--- src/sdj_regs.vh ---
// Register map, field positions, reset values and timing constants of the delay/jog timer
`ifndef SDJ_REGS_VH
`define SDJ_REGS_VH
// ****************************************************************
// Register byte offsets
// ****************************************************************
`define SDJ_OFF_CTRL 8'h00
`define SDJ_OFF_TIME 8'h04
`define SDJ_OFF_STAT 8'h08
`define SDJ_OFF_CNT 8'h0C
// ****************************************************************
// Control fields
// ****************************************************************
`define SDJ_CTRL_MODE_LSB 0
`define SDJ_CTRL_MODE_MSB 1
`define SDJ_CTRL_CFG_BIT 2
`define SDJ_CTRL_RST 32'h0000_0000
`define SDJ_TIME_RST 32'h0000_000A
// ****************************************************************
// Mode encodings
// ****************************************************************
`define SDJ_MODE_OFFD 2'h0
`define SDJ_MODE_ON 2'h1
`define SDJ_MODE_JOG 2'h2
// ****************************************************************
// Timing
// ****************************************************************
`define SDJ_CLK_HZ 10000000
`define SDJ_TICK_MS 1
`define SDJ_TICK_CYC ((`SDJ_CLK_HZ / 1000) * `SDJ_TICK_MS)
`define SDJ_JOG_OFF_MS 500
`define SDJ_FLASH_1HZ_MS 500
`define SDJ_FLASH_8HZ_MS 62
`define SDJ_FLT_CLR_MS 10
`endif

--- src/sdj_timer.v ---
// Off-delay, on-delay and jog timing controller with AHB-Lite register slave
// Operation
// Three functions: off-delay, on-delay, jog
// Flash link indicator while timing runs
// Open strap: non-retriggerable, starts on link drop
// Non-retriggerable delay always runs full time
// Outputs on promptly when link asserts
// Reassert during non-retrig delay flags fault
// Fault clears shortly after next link drop
// Drop during delay: fault clears at expiry
// Installer straps jog input before configuration
// Retrig: reassert zeroes timer, no fault
// Outputs off when off-delay expires
// On-delay starts when link asserts
// On-delay: on at expiry, off on drop
// Early drop: outputs off, timer zeroed
// Any interruption restarts on-delay from zero
// Jog time taken from captured settings
// Jog starts when both inputs asserted
// Jog expiry: off, fixed 500 ms lockout
// Early release: outputs off, start lockout
// Toggle in lockout keeps outputs off
// New jog needs an input held off
// Link held: next jog press repeats
// Jog flash 1 Hz on, 8 Hz lockout
// Tick-based timers, synced inputs, reset clear
//
// Chosen here: the AHB-Lite interface to the registers and the address map.
`timescale 1ns/100ps
`include "sdj_regs.vh"
module sdj_timer #(
  parameter TICK_CYC = `SDJ_TICK_CYC,
  parameter TW = 20
) (
  input wire SYS_CLK,
  input wire RST,
  input wire LINK_IN,
  input wire JOG_IN,
  input wire HSEL,
  input wire [7:0] HADDR,
  input wire [1:0] HTRANS,
  input wire HWRITE,
  input wire [2:0] HSIZE,
  input wire HREADY,
  input wire [31:0] HWDATA,
  output reg [31:0] HRDATA,
  output wire HREADYOUT,
  output wire HRESP,
  output reg SAFETY_OUT,
  output reg LINK_LED,
  output reg FAULT_RED
);
  // ****************************************************************
  // States
  // ****************************************************************
  localparam ST_IDLE = 6'b000001;
  localparam ST_RUN = 6'b000010;
  localparam ST_TIME = 6'b000100;
  localparam ST_HOLD = 6'b001000;
  localparam ST_LOCK = 6'b010000;
  localparam ST_WAIT = 6'b100000;
  localparam [31:0] JOG_OFF_W = `SDJ_JOG_OFF_MS;
  localparam [31:0] FL1_W = `SDJ_FLASH_1HZ_MS;
  localparam [31:0] FL8_W = `SDJ_FLASH_8HZ_MS;
  localparam [31:0] FLTC_W = `SDJ_FLT_CLR_MS;
  localparam [31:0] TIME_RST_W = `SDJ_TIME_RST;
  // Cut to the timer width on purpose; TW must hold the largest count
  localparam [TW-1:0] JOG_OFF = JOG_OFF_W[TW-1:0];
  localparam [TW-1:0] FL1 = FL1_W[TW-1:0];
  localparam [TW-1:0] FL8 = FL8_W[TW-1:0];
  localparam [TW-1:0] FLTC = FLTC_W[TW-1:0];
  localparam [TW-1:0] TIME_RST = TIME_RST_W[TW-1:0];

  wire tick;
  wire link;
  wire jog;
  // ****************************************************************
  // Input sync and tick
  // ****************************************************************
  // synced inputs
  sdj_sync u_sl (.clk(SYS_CLK), .rst(RST), .d(LINK_IN), .q(link));
  sdj_sync u_sj (.clk(SYS_CLK), .rst(RST), .d(JOG_IN), .q(jog));
  // fixed tick
  sdj_tick #(.DIV(TICK_CYC)) u_tk (.clk(SYS_CLK), .rst(RST), .tick(tick));

  // ****************************************************************
  // Registers
  // ****************************************************************
  reg [1:0] mode_r;
  reg retrig_r;
  reg [TW-1:0] dly_r;
  reg [TW-1:0] time_r;
  reg cfg_req_r;
  reg [5:0] st_r;
  reg [TW-1:0] cnt_r;
  reg fault_r;
  reg fclr_r;
  reg [TW-1:0] fcnt_r;
  reg link_d_r;
  reg [TW-1:0] fl_r;
  reg [2:0] blink_r;
  reg [TW-1:0] bcnt_r;
  reg wr_ph_r;
  reg rd_ph_r;
  reg [7:0] addr_r;

  wire link_rise = link & ~link_d_r;
  wire link_fall = ~link & link_d_r;
  wire cnt_done = (cnt_r >= dly_r);
  wire lock_done = (cnt_r >= JOG_OFF);
  wire [TW-1:0] cnt_inc = cnt_r + {{(TW-1){1'b0}}, tick};

  // ****************************************************************
  // AHB-Lite slave: zero wait states, always OKAY
  // ****************************************************************
  wire ap = HSEL & HREADY & HTRANS[1];
  assign HREADYOUT = 1'b1;
  assign HRESP = 1'b0;

  always @(posedge SYS_CLK) begin
    if (RST) begin
      wr_ph_r <= 1'b0;
      rd_ph_r <= 1'b0;
      addr_r <= 8'h00;
    end else begin
      wr_ph_r <= ap & HWRITE;
      rd_ph_r <= ap & ~HWRITE;
      addr_r <= HADDR;
    end
  end

  // Config capture: mode is sampled on every control write, strap only on a config write
  always @(posedge SYS_CLK) begin
    if (RST) begin
      mode_r <= `SDJ_MODE_OFFD;
      retrig_r <= 1'b0;
      time_r <= TIME_RST;
      dly_r <= TIME_RST;
      cfg_req_r <= 1'b0;
    end else begin
      cfg_req_r <= 1'b0;
      if (wr_ph_r && addr_r == `SDJ_OFF_CTRL) begin
        mode_r <= HWDATA[`SDJ_CTRL_MODE_MSB:`SDJ_CTRL_MODE_LSB];
        cfg_req_r <= HWDATA[`SDJ_CTRL_CFG_BIT];
      end
      if (wr_ph_r && addr_r == `SDJ_OFF_TIME)
        time_r <= HWDATA[TW-1:0];
      // strap captured at config
      // jog time captured
      if (cfg_req_r) begin
        retrig_r <= jog;
        dly_r <= time_r;
      end
    end
  end

  always @(posedge SYS_CLK) begin
    if (RST)
      HRDATA <= 32'h0000_0000;
    else if (ap & ~HWRITE) begin
      case (HADDR)
        `SDJ_OFF_CTRL: HRDATA <= {29'h0, 1'b0, mode_r};
        `SDJ_OFF_TIME: HRDATA <= {{(32-TW){1'b0}}, time_r};
        `SDJ_OFF_STAT: HRDATA <= {24'h0, retrig_r, fault_r, SAFETY_OUT, st_r[4:0]};
        `SDJ_OFF_CNT: HRDATA <= {{(32-TW){1'b0}}, cnt_r};
        default: HRDATA <= 32'h0000_0000;
      endcase
    end
  end

  // ****************************************************************
  // Timing state machine
  // ****************************************************************
  // three modes
  always @(posedge SYS_CLK) begin
    if (RST) begin
      // reset clears timers
      st_r <= ST_IDLE;
      cnt_r <= {TW{1'b0}};
      SAFETY_OUT <= 1'b0;
      link_d_r <= 1'b0;
    end else begin
      link_d_r <= link;
      case (st_r)
        ST_IDLE: begin
          cnt_r <= {TW{1'b0}};
          if (mode_r == `SDJ_MODE_JOG) begin
            // both asserted
            if (link & jog) begin
              st_r <= ST_RUN;
              SAFETY_OUT <= 1'b1;
            end
          end else if (link && !fault_r) begin
            // held off on fault
            // prompt turn on
            // on-delay starts
            st_r <= (mode_r == `SDJ_MODE_ON) ? ST_TIME : ST_HOLD;
            SAFETY_OUT <= (mode_r != `SDJ_MODE_ON);
          end
        end
        ST_HOLD: begin
          cnt_r <= {TW{1'b0}};
          if (mode_r == `SDJ_MODE_ON) begin
            // off on drop
            if (!link) begin
              st_r <= ST_IDLE;
              SAFETY_OUT <= 1'b0;
            end
          end else if (link_fall) begin
            // start on drop
            st_r <= ST_RUN;
          end
        end
        ST_RUN: begin
          cnt_r <= cnt_inc;
          if (mode_r == `SDJ_MODE_JOG) begin
            // early release
            // jog expiry
            if (!link || !jog || cnt_done) begin
              st_r <= ST_LOCK;
              SAFETY_OUT <= 1'b0;
              cnt_r <= {TW{1'b0}};
            end
          end else if (retrig_r && link) begin
            // retrigger zeroes timer
            st_r <= ST_HOLD;
            cnt_r <= {TW{1'b0}};
          end else if (cnt_done) begin
            // full duration
            // off at expiry
            st_r <= ST_IDLE;
            SAFETY_OUT <= 1'b0;
          end
        end
        ST_TIME: begin
          cnt_r <= cnt_inc;
          // early drop zeroes
          // restart from zero
          if (!link) begin
            st_r <= ST_IDLE;
            cnt_r <= {TW{1'b0}};
          end else if (cnt_done) begin
            // on at expiry
            st_r <= ST_HOLD;
            SAFETY_OUT <= 1'b1;
          end
        end
        ST_LOCK: begin
          cnt_r <= cnt_inc;
          // outputs stay off
          if (lock_done) begin
            st_r <= ST_WAIT;
            cnt_r <= {TW{1'b0}};
          end
        end
        ST_WAIT: begin
          // one input must be off
          // repeat on next press
          if (!link || !jog)
            st_r <= ST_IDLE;
        end
        default: begin
          st_r <= ST_IDLE;
          SAFETY_OUT <= 1'b0;
        end
      endcase
      if (mode_r != `SDJ_MODE_JOG && (st_r == ST_LOCK || st_r == ST_WAIT))
        st_r <= ST_IDLE;
    end
  end

  // ****************************************************************
  // Recoverable fault
  // ****************************************************************
  wire nr_run = (st_r == ST_RUN) & ~retrig_r & (mode_r == `SDJ_MODE_OFFD);
  always @(posedge SYS_CLK) begin
    if (RST) begin
      fault_r <= 1'b0;
      fclr_r <= 1'b0;
      fcnt_r <= {TW{1'b0}};
    end else begin
      // reassert flags fault
      if (nr_run & link_rise)
        fault_r <= 1'b1;
      // drop in delay, clear at expiry
      else if (fault_r && nr_run && cnt_done && !link)
        fault_r <= 1'b0;
      // clear after next drop
      else if (fclr_r && fcnt_r >= FLTC)
        fault_r <= 1'b0;
      if (fault_r && st_r == ST_IDLE && link_fall) begin
        fclr_r <= 1'b1;
        fcnt_r <= {TW{1'b0}};
      end else if (fclr_r) begin
        fcnt_r <= fcnt_r + {{(TW-1){1'b0}}, tick};
        if (fcnt_r >= FLTC)
          fclr_r <= 1'b0;
      end
    end
  end

  // ****************************************************************
  // Indicators
  // ****************************************************************
  // Timing flashes slow except lockout; off-delay and on-delay share 1 Hz
  wire timing = (st_r == ST_RUN) | (st_r == ST_TIME) | (st_r == ST_LOCK);
  wire [TW-1:0] half = (st_r == ST_LOCK) ? FL8 : FL1;
  always @(posedge SYS_CLK) begin
    if (RST) begin
      fl_r <= {TW{1'b0}};
      LINK_LED <= 1'b0;
    end else if (!timing) begin
      fl_r <= {TW{1'b0}};
      LINK_LED <= link;
    end else if (tick) begin
      // flash while timing
      // R23 1 Hz / 8 Hz
      if (fl_r + {{(TW-1){1'b0}}, 1'b1} >= half) begin
        fl_r <= {TW{1'b0}};
        LINK_LED <= ~LINK_LED;
      end else
        fl_r <= fl_r + {{(TW-1){1'b0}}, 1'b1};
    end
  end

  // Red flashes four times then a pause; green is implied by power
  always @(posedge SYS_CLK) begin
    if (RST) begin
      blink_r <= 3'h0;
      bcnt_r <= {TW{1'b0}};
      FAULT_RED <= 1'b0;
    end else if (!fault_r) begin
      blink_r <= 3'h0;
      bcnt_r <= {TW{1'b0}};
      FAULT_RED <= 1'b0;
    end else if (tick) begin
      // four red flashes
      if (bcnt_r >= FL8 + FL8) begin
        bcnt_r <= {TW{1'b0}};
        blink_r <= blink_r + 3'h1;
      end else
        bcnt_r <= bcnt_r + {{(TW-1){1'b0}}, 1'b1};
      FAULT_RED <= (blink_r < 3'h4) && (bcnt_r < FL8);
    end
  end
endmodule // sdj_timer

--- src/sdj_sync.v ---
// Two-flop synchroniser for one level input
`timescale 1ns/100ps
module sdj_sync (
  input wire clk,
  input wire rst,
  input wire d,
  output wire q
);
  reg s1_r;
  reg s2_r;
  always @(posedge clk) begin
    if (rst) begin
      s1_r <= 1'b0;
      s2_r <= 1'b0;
    end else begin
      s1_r <= d;
      s2_r <= s1_r;
    end
  end
  assign q = s2_r;
endmodule // sdj_sync

--- src/sdj_tick.v ---
// Millisecond tick divider: one-cycle enable pulse
`timescale 1ns/100ps
module sdj_tick #(
  parameter DIV = 10000
) (
  input wire clk,
  input wire rst,
  output reg tick
);
  reg [15:0] cnt_r;
  always @(posedge clk) begin
    if (rst) begin
      cnt_r <= 16'h0000;
      tick <= 1'b0;
    end else if (cnt_r == DIV[15:0] - 16'h0001) begin
      cnt_r <= 16'h0000;
      tick <= 1'b1;
    end else begin
      cnt_r <= cnt_r + 16'h0001;
      tick <= 1'b0;
    end
  end
endmodule // sdj_tick

--- config.mk ---
export PLATFORM = sky130hd
export DESIGN_NAME = sdj_timer
export DESIGN_NICKNAME = d
export VERILOG_FILES = /design/src/sdj_timer.v /design/src/sdj_sync.v /design/src/sdj_tick.v
export VERILOG_INCLUDE_DIRS = /design/src
export SDC_FILE = /design/constraint.sdc
export NUM_CORES = 1
export LEC_CHECK = 0
export ABC_CLOCK_PERIOD_IN_PS = 4660
export BUFFER_PORTS_ARGS = -buffer_cell sky130_fd_sc_hd__buf_2
export CORE_MARGIN = 2
export CORE_UTILIZATION = 47
export DETAILED_ROUTE_END_ITERATION = 8
export HOLD_SLACK_MARGIN = 0.12
export PLACE_DENSITY_LB_ADDON = 0.2
export RECOVER_POWER = 25
export SLEW_MARGIN = 25
export SYNTH_ARGS = -nofsm -noshare
export SYNTH_HDL_FRONTEND = slang
export SYNTH_HIERARCHICAL = 1
export SYNTH_SLANG_ARGS = --single-unit
--- constraint.sdc ---
create_clock -name SYS_CLK -period 4.66 [get_ports SYS_CLK]
set_input_delay 0 -clock SYS_CLK [delete_from_list [all_inputs] [get_ports SYS_CLK]]
set_output_delay 0 -clock SYS_CLK [all_outputs]
set_load 0.01 [all_outputs]
* After elaboration in Yosys (flattened, before gate mapping)
Cells that the tools add are included.
** Cells by class
- $add $sub $neg :: 6
- Multipliers :: 0
- Div/mod/pow operators :: 0
- Magnitude comparators :: 7
- Equality and inequality tests :: 32
- Shift operators :: 0
- Muxes and demuxes :: 48
- Bitwise gates (word level) :: 21
- Reductions and logical operators :: 35
** Operators by type and width (number)
- one-hot mux 20 bit (4 select lines) :: 2
- two-way mux 20 bit :: 7
- two-way mux 6 bit :: 14
- adder 20 x 1 -> 20 bit :: 2
- adder 20 x 1 -> 20 bit, second input constant :: 2
- one-hot mux 6 bit (6 select lines) :: 1
- inequality test 3 bit, second input constant :: 8
- two-way mux 1 bit :: 21
- >= comparator 20 bit :: 1
- >= comparator 20 x 4 -> 1 bit, second input constant :: 1
- >= comparator 20 x 7 -> 1 bit, second input constant :: 1
- >= comparator 20 x 9 -> 1 bit :: 1
- >= comparator 20 x 9 -> 1 bit, second input constant :: 1
- < comparator 20 x 6 -> 1 bit, second input constant :: 1
- adder 16 x 1 -> 16 bit, second input constant :: 1
- == test 16 x 14 -> 1 bit, second input constant :: 1
- == test 8 x 3 -> 1 bit, second input constant :: 2
- == test 8 x 4 -> 1 bit, second input constant :: 2
- zero test 8 bit :: 2
- OR reduction 2 bit :: 8
- logical AND 1 bit :: 12
- inequality test 2 bit, second input constant :: 6
- bitwise AND 1 bit :: 10
- AND reduction 10 bit :: 1
- 24 further kinds :: 41
** Word-level totals
- Bits in registers :: 201
- Bits in latches :: 0
- RAM bits :: 0
- Memory bits (read-only) :: 0
- Output and inout port bits :: 37
- Word-level logic and storage cells :: 175
- Memories kept :: 0

* Depth between registers and ports, before layout
Gate-level depths: netlist of the first run.
- Depth in word-level cells :: 8
- Mapped depth :: 14
- Mapped depth without buffers :: 12

* Hierarchy
The synthesis of the first run kept the hierarchy.
** Modules (own cells, without submodules)
- sdj_timer :: instances 1, cells an instance 962, area an instance 8293.0 µm²
- sdj_tick :: instances 1, cells an instance 78, area an instance 760.7 µm²
- sdj_sync :: instances 2, cells an instance 4, area an instance 52.6 µm²

* Worst setup path after synthesis of the first run
Ideal clock, no wire load.
- Path type :: reg2reg
- From :: reg fl_r[2]
- To :: reg fl_r[8]
- Arrival time :: 3.171 ns
- Path slack :: 1.418 ns
- Stages on the path, launching flop included :: 15
- Buffers on the path :: 3
- Cell sequence :: dfxtp_1 buf_4 and4_1 clkbuf_1 nand4_1 xnor2_1 ha_1 a21o_1 a21oi_1 nand4_1 or4_1 buf_2 or2_4 or4_1 a21oi_1
** On the way
- Longest elaborated chain between the ends :: 3
** Ends and longest elaborated chain
- start: declaration :: line sdj_timer.v:100 : reg [TW-1:0] fl_r;
- start signal: assignment :: line sdj_timer.v:310 : fl_r <= {TW{1'b0}};
- start signal: assignment :: line sdj_timer.v:313 : fl_r <= {TW{1'b0}};
- start signal: assignment :: line sdj_timer.v:319 : fl_r <= {TW{1'b0}};
- adder 20 x 1 -> 20 bit * :: line sdj_timer.v:318, sdj_timer.v:322
- >= comparator 20 x 9 -> 1 bit :: line sdj_timer.v:318 : if (fl_r + {{(TW-1){1'b0}}, 1'b1} >= half) begin
- two-way mux 20 bit * :: line sdj_timer.v:318
Every way passes the cells marked *; elsewhere a longest branch is shown, timed or not.
A chain may end at the register's enable or synchronous reset.

* Final worst setup path of the first run
- From :: reg st_r[2]
- To :: reg fl_r[8]
** On the way
- Longest elaborated chain between the ends :: 5
** Ends and longest elaborated chain
- start: declaration :: line sdj_timer.v:94 : reg [5:0] st_r;
- start signal: assignment :: line sdj_timer.v:197 : st_r <= (mode_r == `SDJ_MODE_ON) ? ST_TIME : ST_HOLD;
- branches (longest 5 deep; another with >= comparator 20 x 9 -> 1 bit)
Parallel ways; which one is timed is not known.

==> results of run 1 <==
stage by stage:
step	setup slack (ns)	hold WS (ns)	area [sq um]	utilization [%]
after floorplan	1.42	0.0716	9200	-
after global placement	1.03	0.226	9580	49.7
after detailed placement	0.966	0.231	9580	49.7
after CTS	0.934	0.315	10600	55.1
after global routing	0.687	0.334	10600	54.9
final	0.930	0.332	10600	54.9
layer usage:
metal	up-vias	share of wire [%]	track usage, %
met4	0	1.4	5.21
met5	-	0	0
met2	123	43	30.3
li1	3773	-	-
met1	3452	52	29.7
met3	21	3.4	3.53
critical path: cells and delay by family (launching register included):
kind,cells,cell delay (ns)
and+or+nand+nor,6,1.88
adders and majority gates,1,0.29
DFF,1,0.38
AOI/OAI and AO/OA,4,0.81
buffers and inverters,1,0.29
cell usage in the layout (no fill, tap or decap), types with 7 or more instances in the layout:
master	count
nand3_1	35
nand4_1	24
nand2_1	71
or3_1	7
xnor2_1	21
inv_1	36
dfxtp_1	189
and3_1	22
a21oi_1	33
mux2i_1	49
nor2_1	160
conb_1	14
and2_1	16
clkbuf_16	17
nor4_1	12
a22o_1	8
dlygate4sd3_1	36
nor3_1	16
nor2_2	12
a22oi_1	22
buf_4	7
and4_1	13
o31ai_1	9
clkbuf_1	26
nor2b_1	20
ha_1	37
o21ai_1	27
buf_2	34
mux2_2	17
o21ai_0	16
xor2_1	42
final cells by class:
| cell class | instances | share of cell area [%] |
|---|---|---|
| inverters | 38 | 1.35 |
| well taps | 265 | 3.13 |
| multi-input cells | 770 | 47.0 |
| repair buffers | 102 | 6.40 |
| clock inverters | 12 | 2.19 |
| flip-flops and latches | 189 | 35.8 |
| clock buffers | 19 | 4.19 |
sequential cells by signal (all words and copies together) (netlist names), 2 cells and up:
signal	flops
dly_r	20
addr_r	8
st_r	6
time_r	20
fl_r	20
mode_r	2
bcnt_r	20
fcnt_r	20
blink_r	3
cnt_r	20
u_tk/cnt_r	16
HRDATA	20
power by group through the flow:
stage	logic, uW	registers, uW	clock network (uW)
floorplan	184	1680	0
detailed placement	231	1700	0
CTS	253	1660	1700
finish	255	1660	1660
global route	282	1670	1750
global placement	232	1700	0
kinds of logic after synthesis:
group	count (synthesis)	synth area share, %
XOR/XNOR	63	6.02
multiplexers	68	7.94
AO/OA/AOI/OAI	153	10.8
other	2	0.0820
adder cells (fa/ha/maj)	37	5.05
flip-flops	189	41.3
AND/OR/NAND/NOR	435	23.8
buffers and inverters	101	5.01
synthesized netlist by cell type, drive strengths merged (9+ instances only):
master / number / area [sq um]
dfxtp: 189 / 3780
nor2: 172 / 676
nand2: 71 / 267
mux2i: 49 / 490
o21ai: 43 / 215
xor2: 42 / 368
inv: 38 / 143
clkbuf: 37 / 139
ha: 37 / 463
nand3: 35 / 175
a21oi: 33 / 165
buf: 26 / 178
nand4: 26 / 184
and3: 23 / 145
a22oi: 22 / 165
xnor2: 21 / 184
nor2b: 20 / 125
and2: 17 / 106
mux2: 17 / 191
nor3: 16 / 80.1
and4: 14 / 125
nor4: 14 / 93.8
o31ai: 9 / 67.6
worst paths after layout:
| check | start | to | slack (ns) | cells after the start |
|---|---|---|---|---|
| worst max-delay path | st_r[2] | fl_r[8] | 0.93 | 12 |
| worst min register to register | u_sj/s1_r | u_sj/q | 0.44 | 1 |
| worst min-delay path | HWDATA[9] | time_r[9] | 0.33 | 4 |
| worst max register to register | st_r[2] | fl_r[8] | 0.93 | 12 |
==> run_results.csv, run 1 <==
group,metric,value,unit
status,status,"finished with violations",
status,violations,"max-capacitance violations, max-slew violations",
synthesis,synth_top_flop_cell,"dfxtp_1",
sta,min_period,3.73,ns
power_and_ir_drop,p_int,2760,uW
clock_tree,cts.sinks,189,
global_routing,grt-ovfl-total,0,
sta,fmaxAchievable,0.268,GHz
power_and_ir_drop,p_switching,817,uW
synthesis,syn_area,9160,sq um
layout,diodes,0,
placement,gp_congestion,0.857,
drt,dr.first_iter.drc_count,569,
layout,layout.nets,1207,
layout,regArea,3780,sq um
power_and_ir_drop,powerDensity,338,nW/um^2
clock_tree,cts_hold_buffers,36,
power_and_ir_drop,finalPower,3580,uW
worst_setup_path,crit_type,"flop to flop",
die,start_util,47.5,%
clock_tree,cts_tree,"yes",
drt,wl,20200,um
die,core,19300,sq um
drt,antenna_left,0,
drt,drt_first_pass_iters,5,
clock_tree,cts_setup_buffers,0,
clock_tree,clockBufferDepth,2,
worst_setup_path,cp_max_fo,9,
synthesis,yosysWarnings,6,
sta,max_slew.worst_pin.slew,1.81,ns
drt,num_vias,7369,
synthesis,synthArstFlopShare,0,%
power_and_ir_drop,p_seq_share,46.5,%
synthesis,synth.distinct_cells,68,
synthesis,synth_seq_area_share,41.3,%
layout,multi_input_area,4970,sq um
power_and_ir_drop,clkPwrFrac,46.4,%
power_and_ir_drop,p_sw_share,22.8,%
worst_setup_path,worstPathArrival,4.08,ns
clock_tree,cts_root_buf,"clkbuf_16",
synthesis,syn_inst,1048,
global_routing,grt_pass1_wl,33300,um
global_routing,antenna_found_initial,0,
power_and_ir_drop,combPwrFrac,7.1,%
synthesis,syn_avg_cell_area,8.74,sq um
worst_setup_path,critPathLaunchType,"flop",
sta,hold_viol_final,0,
layout,syn2layout_area_growth,15.5,%
worst_setup_path,critical-path-slowest-cell,"or4_1",
global_routing,grt_pass1_vias,6693,
power_and_ir_drop,p_leak,0.00415,uW
worst_setup_path,crit_top_cell,"or4_1",
worst_setup_path,endpoint_kind,"flop",
sta,rsz0062_at_grt,"false",
clock_tree,cts_resized,0,
drt,wire_per_inst,14.5,um
synthesis,synth_edf_count,0,
clock_tree,cts_made_buffers,17,
layout,instances_no_fill,1395,
layout,drive_gt1_share,10.3,%
drt,drc_errors,0,
placement,dp_hpwl,13700,um
sta,setup_tns,0,ns
die,pin_count,89,
sta,drv_slew,24,
placement,dp_cells,1328,
worst_setup_path,max_stage_delay,0.60,ns
power_and_ir_drop,peakVddDrop,267,uV
placement,port_buffers,58,
global_routing,grt.total_usage,20.1,%
die,fp.dieH,144,um
clock_tree,htreeDepth,4,
sta,fin_crit_sh,80.0,%
die,num_rows,51,
layout,fillers,1820,
sta,max_slew_margin,-20.5,%
worst_hold_path,hold_path.class,"primary input to flop",
clock_tree,path_clk_slew,0.07,ns
sta,finClkSkew,0.0103,ns
drt,via_per_inst,5.28,
synthesis,synth_seq_cells,189,
die,die_w,144,um
sta,setup_viol,0,
worst_setup_path,cp_cell_sequence,"nor2_1, nand3_1, inv_1, ha_1, a21bo_2, a31oi_1, nor4_1, a221o_1, or4_1, or2_4, or4_1, a21oi_1",
global_routing,grt_max_degree,84,
worst_setup_path,crit_required,5.01,ns
die,die_area,20600,sq um
flow_run,max_cap_viol_count,1,
clock_tree,clk_latency,0.43,ns
Power figures use the tool's default switching activity.
==> run 2: changes to the inputs <==
--- a/config.mk
+++ b/config.mk
@@ -6,7 +6,7 @@
 export SDC_FILE = /design/constraint.sdc
 export NUM_CORES = 1
 export LEC_CHECK = 0
-export ABC_CLOCK_PERIOD_IN_PS = 4660
+export ABC_CLOCK_PERIOD_IN_PS = 3400
 export BUFFER_PORTS_ARGS = -buffer_cell sky130_fd_sc_hd__buf_2
 export CORE_MARGIN = 2
 export CORE_UTILIZATION = 47
==> constraint.sdc (replaced) <==
create_clock -name SYS_CLK -period 3.4 [get_ports SYS_CLK]
set_input_delay 0 -clock SYS_CLK [delete_from_list [all_inputs] [get_ports SYS_CLK]]
set_output_delay 0 -clock SYS_CLK [all_outputs]
set_load 0.01 [all_outputs]
==> run 2 against run 1 <==
  * The flow now finishes without violations
  * Sequential power increased by 36%
  * Flip-flop and latch count stayed put
  * Sequential share of layout area decreased by 0.56 points
  * Highest routed layer unchanged
==> run_results.csv, run 2 (synthesis gave the netlist of run 1 again) <==
group,metric,value,unit
status,status,"finished clean",
layout,final_common_cell,"dfxtp_1",
worst_hold_path,holdPathEnd,"time_r[11]",
sta,fin_crit_sh,94.7,%
layout,syn2layout_area_growth,17.4,%
sta,setup_tns,0,ns
clock_tree,path_clk_slew,0.07,ns
drt,wire_per_inst,14.4,um
drt,num_vias,7437,
clock_tree,cts.sinks,189,
worst_hold_path,hold_path_depth,4,
die,num_rows,51,
layout,diodes,0,
global_routing,grt_max_degree,55,
power_and_ir_drop,p_leak,0.00429,uW
sta,max_slew.worst_pin.slew,1.49,ns
drt,dr.first_iter.drc_count,527,
sta,max_slew_margin,0.777,%
worst_setup_path,endpoint_kind,"flop",
worst_setup_path,crit_required,3.76,ns
global_routing,grt_pass1_vias,7018,
worst_setup_path,worstPathArrival,3.58,ns
sta,min_period,3.22,ns
power_and_ir_drop,finalPower,4720,uW
worst_hold_path,hp-start,"HWDATA[11]",
layout,drive_gt1_share,12.3,%
clock_tree,cts_root_buf,"clkbuf_16",
clock_tree,cts_made_buffers,17,
sta,rsz0062_at_grt,"false",
global_routing,grt-ovfl-total,0,
die,die_area,20600,sq um
layout,layout.nets,1234,
layout,fin_area,10800,sq um
sta,hold_viol_final,0,
clock_tree,cts_setup_buffers,0,
power_and_ir_drop,powerDensity,439,nW/um^2
die,fp.dieH,144,um
die,core,19300,sq um
clock_tree,htreeDepth,4,
clock_tree,clockBufferDepth,2,
placement,port_buffers,58,
sta,finClkSkew,0.0116,ns
flow_run,max_cap_viol_count,0,
drt,via_per_inst,5.23,
drt,antenna_left,0,
drt,drc_errors,0,
worst_setup_path,r2r_end,"fl_r[8]",
die,pin_count,89,
placement,placed_cell_area,9730,sq um
placement,gp_congestion,0.917,
clock_tree,cts_tree,"yes",
placement,dp_hpwl,14100,um
die,start_util,47.5,%
sta,setup_viol,0,
worst_setup_path,cp_max_fo,6,
worst_setup_path,r2r_cells,12,
die,die_w,144,um
sta,fmaxAchievable,0.311,GHz
global_routing,grt.total_usage,20.6,%
power_and_ir_drop,peakVddDrop,343,uV
layout,layout_common_cells,"187 x dfxtp_1, 159 x nor2_1, 71 x nand2_1",
drt,drt_first_pass_iters,5,
worst_hold_path,hold_path.class,"primary input to flop",
global_routing,grt_pass1_wl,34200,um
clock_tree,clk_latency,0.43,ns
worst_setup_path,rr_startpoint,"st_r[5]",
drt,wl,20500,um
worst_setup_path,rrSetupSlack,0.18,ns
global_routing,antenna_found_initial,0,
worst_setup_path,crit_type,"flop to flop",
worst_setup_path,critPathLaunchType,"flop",
sta,drv_slew,0,
==> run 2: cell types whose count changed in the layout (fill, tap and decap cells not counted), sizes merged <==
cell | previous run | this run
dlygate4sd3 | 36 | 43
clkbuf | 44 | 42
clkinv | 3 | 4
bufinv | 6 | 3
buf | 41 | 62
inv | 41 | 43
clkinvlp | 0 | 2
==> run 2: worst max-delay path by stage <==
stage | startpoint | end | slack, ns | depth (start not counted)
2_1_floorplan | fl_r[2] | fl_r[8] | 0.16 | 14
3_3_place_gp | st_r[5] | fl_r[8] | 0.20 | 12
3_5_place_dp | fl_r[0] | fl_r[8] | 0.12 | 12
4_1_cts | fl_r[0] | fl_r[8] | 0.08 | 12
5_1_grt | fl_r[4] | fl_r[8] | 0.03 | 10
6_report | st_r[5] | fl_r[8] | 0.18 | 12
==> run 2: per-stage QoR <==
step	util, %	cells	setup slack, ns	hold WS, ns
final	55.8	1423	0.181	0.336
after global routing	55.8	1423	0.0332	0.355
after CTS	55.9	1423	0.0755	0.318
after detailed placement	50.5	1348	0.117	0.226
after global placement	50.5	1348	0.200	0.221
after floorplan	-	1060	0.158	0.0716
==> run 2: critical path, cell delays in order (launching register included) <==
cell,delay [ns]
dfxtp_1,0.37
nor2_2,0.20
nand3_1,0.17
inv_1,0.21
ha_1,0.27
a21bo_2,0.21
a31oi_1,0.15
nor4_1,0.07
a221o_1,0.25
or4_1,0.45
or2_4,0.28
or4_1,0.40
a21oi_1,0.14
==> run 2: final cells by class <==
type | instances | area (sq um)
well taps | 265 | 332
fillers | 1788 | 8520
flip-flops and latches | 189 | 3790
multi-input cells | 770 | 4980
clock buffers | 18 | 429
repair buffers | 129 | 901
clock inverters | 14 | 181
inverters | 38 | 143
==> run 2: layer usage <==
metal  vias to the layer above  wire length [um]  track usage, %
met3                        16               755            3.70
li1                       3827                 -               -
met2                       132              8850            32.4
met1                      3462             10700            29.3
met4                         0               206            5.52
met5                         -                 0               0
==> run 2: timing repair <==
action                                  in CTS  in global routing
gates resized for setup                      0                  6
endpoints found under the setup margin       0                  5
hold buffers                                43                  0
hold endpoints to repair                    60                  0
==> run 2: power breakdown <==
part	total, uW	switching (uW)	leakage (uW)	internal (uW)
Combinational	391	239	0.00247	152
Sequential	2260	20.0	0.00153	2240
Clock	2070	898	0.000295	1170
Total	4720	1160	0.00429	3570
==> run 3: changes to the inputs <==
--- a/config.mk
+++ b/config.mk
@@ -17,5 +17,4 @@
 export SLEW_MARGIN = 25
 export SYNTH_ARGS = -nofsm -noshare
 export SYNTH_HDL_FRONTEND = slang
-export SYNTH_HIERARCHICAL = 1
 export SYNTH_SLANG_ARGS = --single-unit
==> run 3 against run 2 <==
  * Non-clock buffer count fell by 19
  * Die area rose by 0.37%
  * Worst hold slack got worse by 0.019 ns
  * Wire length fell by 3.0%
  * Via count fell by 0.12%
  * Clock power fell by 4%
  * Utilization fell by 0.97 points
  * Total power fell by 0.99%
  * Largest cell class unchanged
==> run_results.csv, run 3 <==
group,metric,value,unit
placement,dp_hpwl,13800,um
drt,drt_first_pass_iters,5,
worst_setup_path,r2r_cells,12,
clock_tree,htreeDepth,4,
synthesis,synth.distinct_cells,76,
worst_setup_path,crit_required,3.71,ns
drt,drc_errors,0,
synthesis,syn_area,9190,sq um
drt,via_per_inst,5.32,
power_and_ir_drop,p_sw_share,26.1,%
placement,port_buffers,58,
global_routing,antenna_found_initial,0,
global_routing,grt-ovfl-total,0,
worst_setup_path,cp_cell_sequence,"dlygate4sd3_1, clkbuf_1, clkbuf_1, clkbuf_2, nor3b_1, dlygate4sd3_1",
synthesis,synth_edf_count,0,
die,pin_count,89,
worst_setup_path,endpoint_kind,"flop",
worst_setup_path,cp_max_fo,67,
worst_hold_path,hold_path_depth,4,
synthesis,syn_avg_cell_area,8.87,sq um
die,num_rows,51,
power_and_ir_drop,p_switching,1220,uW
power_and_ir_drop,powerDensity,441,nW/um^2
clock_tree,cts_resized,0,
drt,wl,19900,um
clock_tree,path_clk_slew,0.07,ns
power_and_ir_drop,p_int,3460,uW
synthesis,syn_inst,1037,
synthesis,synthArstFlopShare,0,%
drt,antenna_left,0,
layout,instances_no_fill,1395,
drt,dr.first_iter.drc_count,399,
power_and_ir_drop,finalPower,4680,uW
sta,max_slew.worst_pin.slew,1.39,ns
worst_setup_path,worst-path-buf-inv,5,
sta,min_period,3.12,ns
worst_setup_path,worstPathArrival,3.43,ns
drt,wire_per_inst,14.3,um
sta,setup_tns,0,ns
sta,hold_viol_final,0,
power_and_ir_drop,peakVddDrop,309,uV
layout,syn2layout_area_growth,15.3,%
sta,fmaxAchievable,0.320,GHz
synthesis,yosysMostFrequentCell,"dfxtp_1",
drt,num_vias,7428,
placement,dp_cells,1326,
sta,finClkSkew,0.00981,ns
synthesis,synth_seq_cells,189,
flow_run,max_cap_viol_count,0,
sta,fin_crit_sh,91.8,%
synthesis,yosysWarnings,0,
global_routing,grt.total_usage,19.7,%
die,start_util,47.6,%
worst_hold_path,hold_path.class,"primary input to flop",
clock_tree,clockBufferDepth,2,
layout,layout_common_cells,"189 x dfxtp_1, 169 x nor2_1, 69 x nand2_1",
power_and_ir_drop,combPwrFrac,8.8,%
layout,final_common_cell,"dfxtp_1",
die,die_area,20700,sq um
sta,rsz0062_at_grt,"false",
layout,drive_gt1_share,10.7,%
die,die_w,144,um
layout,fillers,1837,
layout,diodes,0,
power_and_ir_drop,p_seq_share,48.7,%
power_and_ir_drop,p_leak,0.00420,uW
worst_setup_path,max_stage_delay,1.15,ns
clock_tree,cts.sinks,189,
worst_setup_path,crit_family,"buffers and inverters",
status,status,"finished clean",
clock_tree,clk_latency,0.43,ns
synthesis,yosysTopAreaCellShare,41.2,%
die,core,19300,sq um
global_routing,grt_max_degree,68,
power_and_ir_drop,clkPwrFrac,42.6,%
worst_setup_path,critical-path-slowest-cell,"clkbuf_2",
clock_tree,cts_hold_buffers,38,
synthesis,synth_seq_area_share,41.2,%
layout,layout.nets,1207,
layout,utilization,54.8,%
sta,setup_viol,0,
clock_tree,cts_made_buffers,17,
clock_tree,cts_setup_buffers,0,
synthesis,synth_area_leader_cell,"dfxtp_1",
worst_setup_path,cp.depth,6,
synthesis,yosys-top-cells-area,"dfxtp_1 41%, nor2_1 6.9%, ha_1 5.0%",
global_routing,grt_pass1_wl,33100,um
global_routing,grt_pass1_vias,6819,
clock_tree,cts_root_buf,"clkbuf_16",
worst_setup_path,critPathLaunchType,"primary input",
worst_setup_path,crit_type,"primary input to flop",
synthesis,synth_top_flop_cell,"dfxtp_1",
synthesis,synth_common_cells,"189 x dfxtp_1, 169 x nor2_1, 69 x nand2_1",
clock_tree,cts_tree,"yes",
sta,drv_slew,0,
die,fp.dieH,144,um
sta,max_slew_margin,7.32,%
placement,gp_congestion,0.852,
==> run 3: routing by layer <==
metal | global-route usage, % | routed length (um) | vias up
li1 | - | - | 3781
met1 | 26.4 | 9570 | 3510
met2 | 32.7 | 9430 | 117
met3 | 3.53 | 654 | 20
met4 | 5.68 | 263 | 0
met5 | 0 | 0 | -
==> run 3: worst paths after layout <==
check	startpoint	endpoint	slack, ns
max	RST	wr_ph_r	0.28
min	HWRITE	HRDATA[17]	0.32
max reg2reg	fl_r[0]	fl_r[2]	0.33
min reg2reg	u_sl.s1_r	u_sl.q	0.44
==> run 3: cells by family after synthesis <==
logic type,Yosys count,synth area share [%]
AOI/OAI and AO/OA,146,11.8
xor gates and xnor gates,62,5.91
adders and majority gates,37,5.04
buffers and inverters,98,4.82
DFF,189,41.2
muxes,65,7.58
other,2,0.0817
and+or+nand+nor,438,23.6
==> run 3: area by class of cell <==
cell class / instances / area [sq um] / share of cell area (%)
clock inverter: 13 / 153 / 1.44
inverter: 38 / 143 / 1.35
sequential: 189 / 3780 / 35.7
timing repair buffer: 110 / 739 / 6.98
tap: 265 / 332 / 3.13
multi-input combinational: 762 / 5010 / 47.3
clock buffer: 18 / 439 / 4.14
==> run 3: tightest hold or removal path, delay by kind of cell <==
kind	cells	cell delay [ns]
and+or+nand+nor	2	0.46
buffers and inverters	1	0.08
AOI/OAI and AO/OA	1	0.16
==> run 3: power by group through the flow <==
stage	logic [uW]	registers [uW]	clock network, uW
3_5_place_dp	373	2330	0
4_1_cts	407	2280	2050
2_1_floorplan	286	2320	0
6_report	410	2280	1990
3_3_place_gp	375	2330	0
5_1_grt	451	2280	2120
==> run 3: per-stage QoR <==
stage / hold WS [ns] / worst slack, ns / cell area [sq um]
2_1_floorplan: 0.125 / 0.763 / 9240
3_3_place_gp: 0.208 / 0.419 / 9670
3_5_place_dp: 0.214 / 0.374 / 9670
4_1_cts: 0.288 / 0.311 / 10600
5_1_grt: 0.348 / 0.0329 / 10600
6_report: 0.317 / 0.280 / 10600
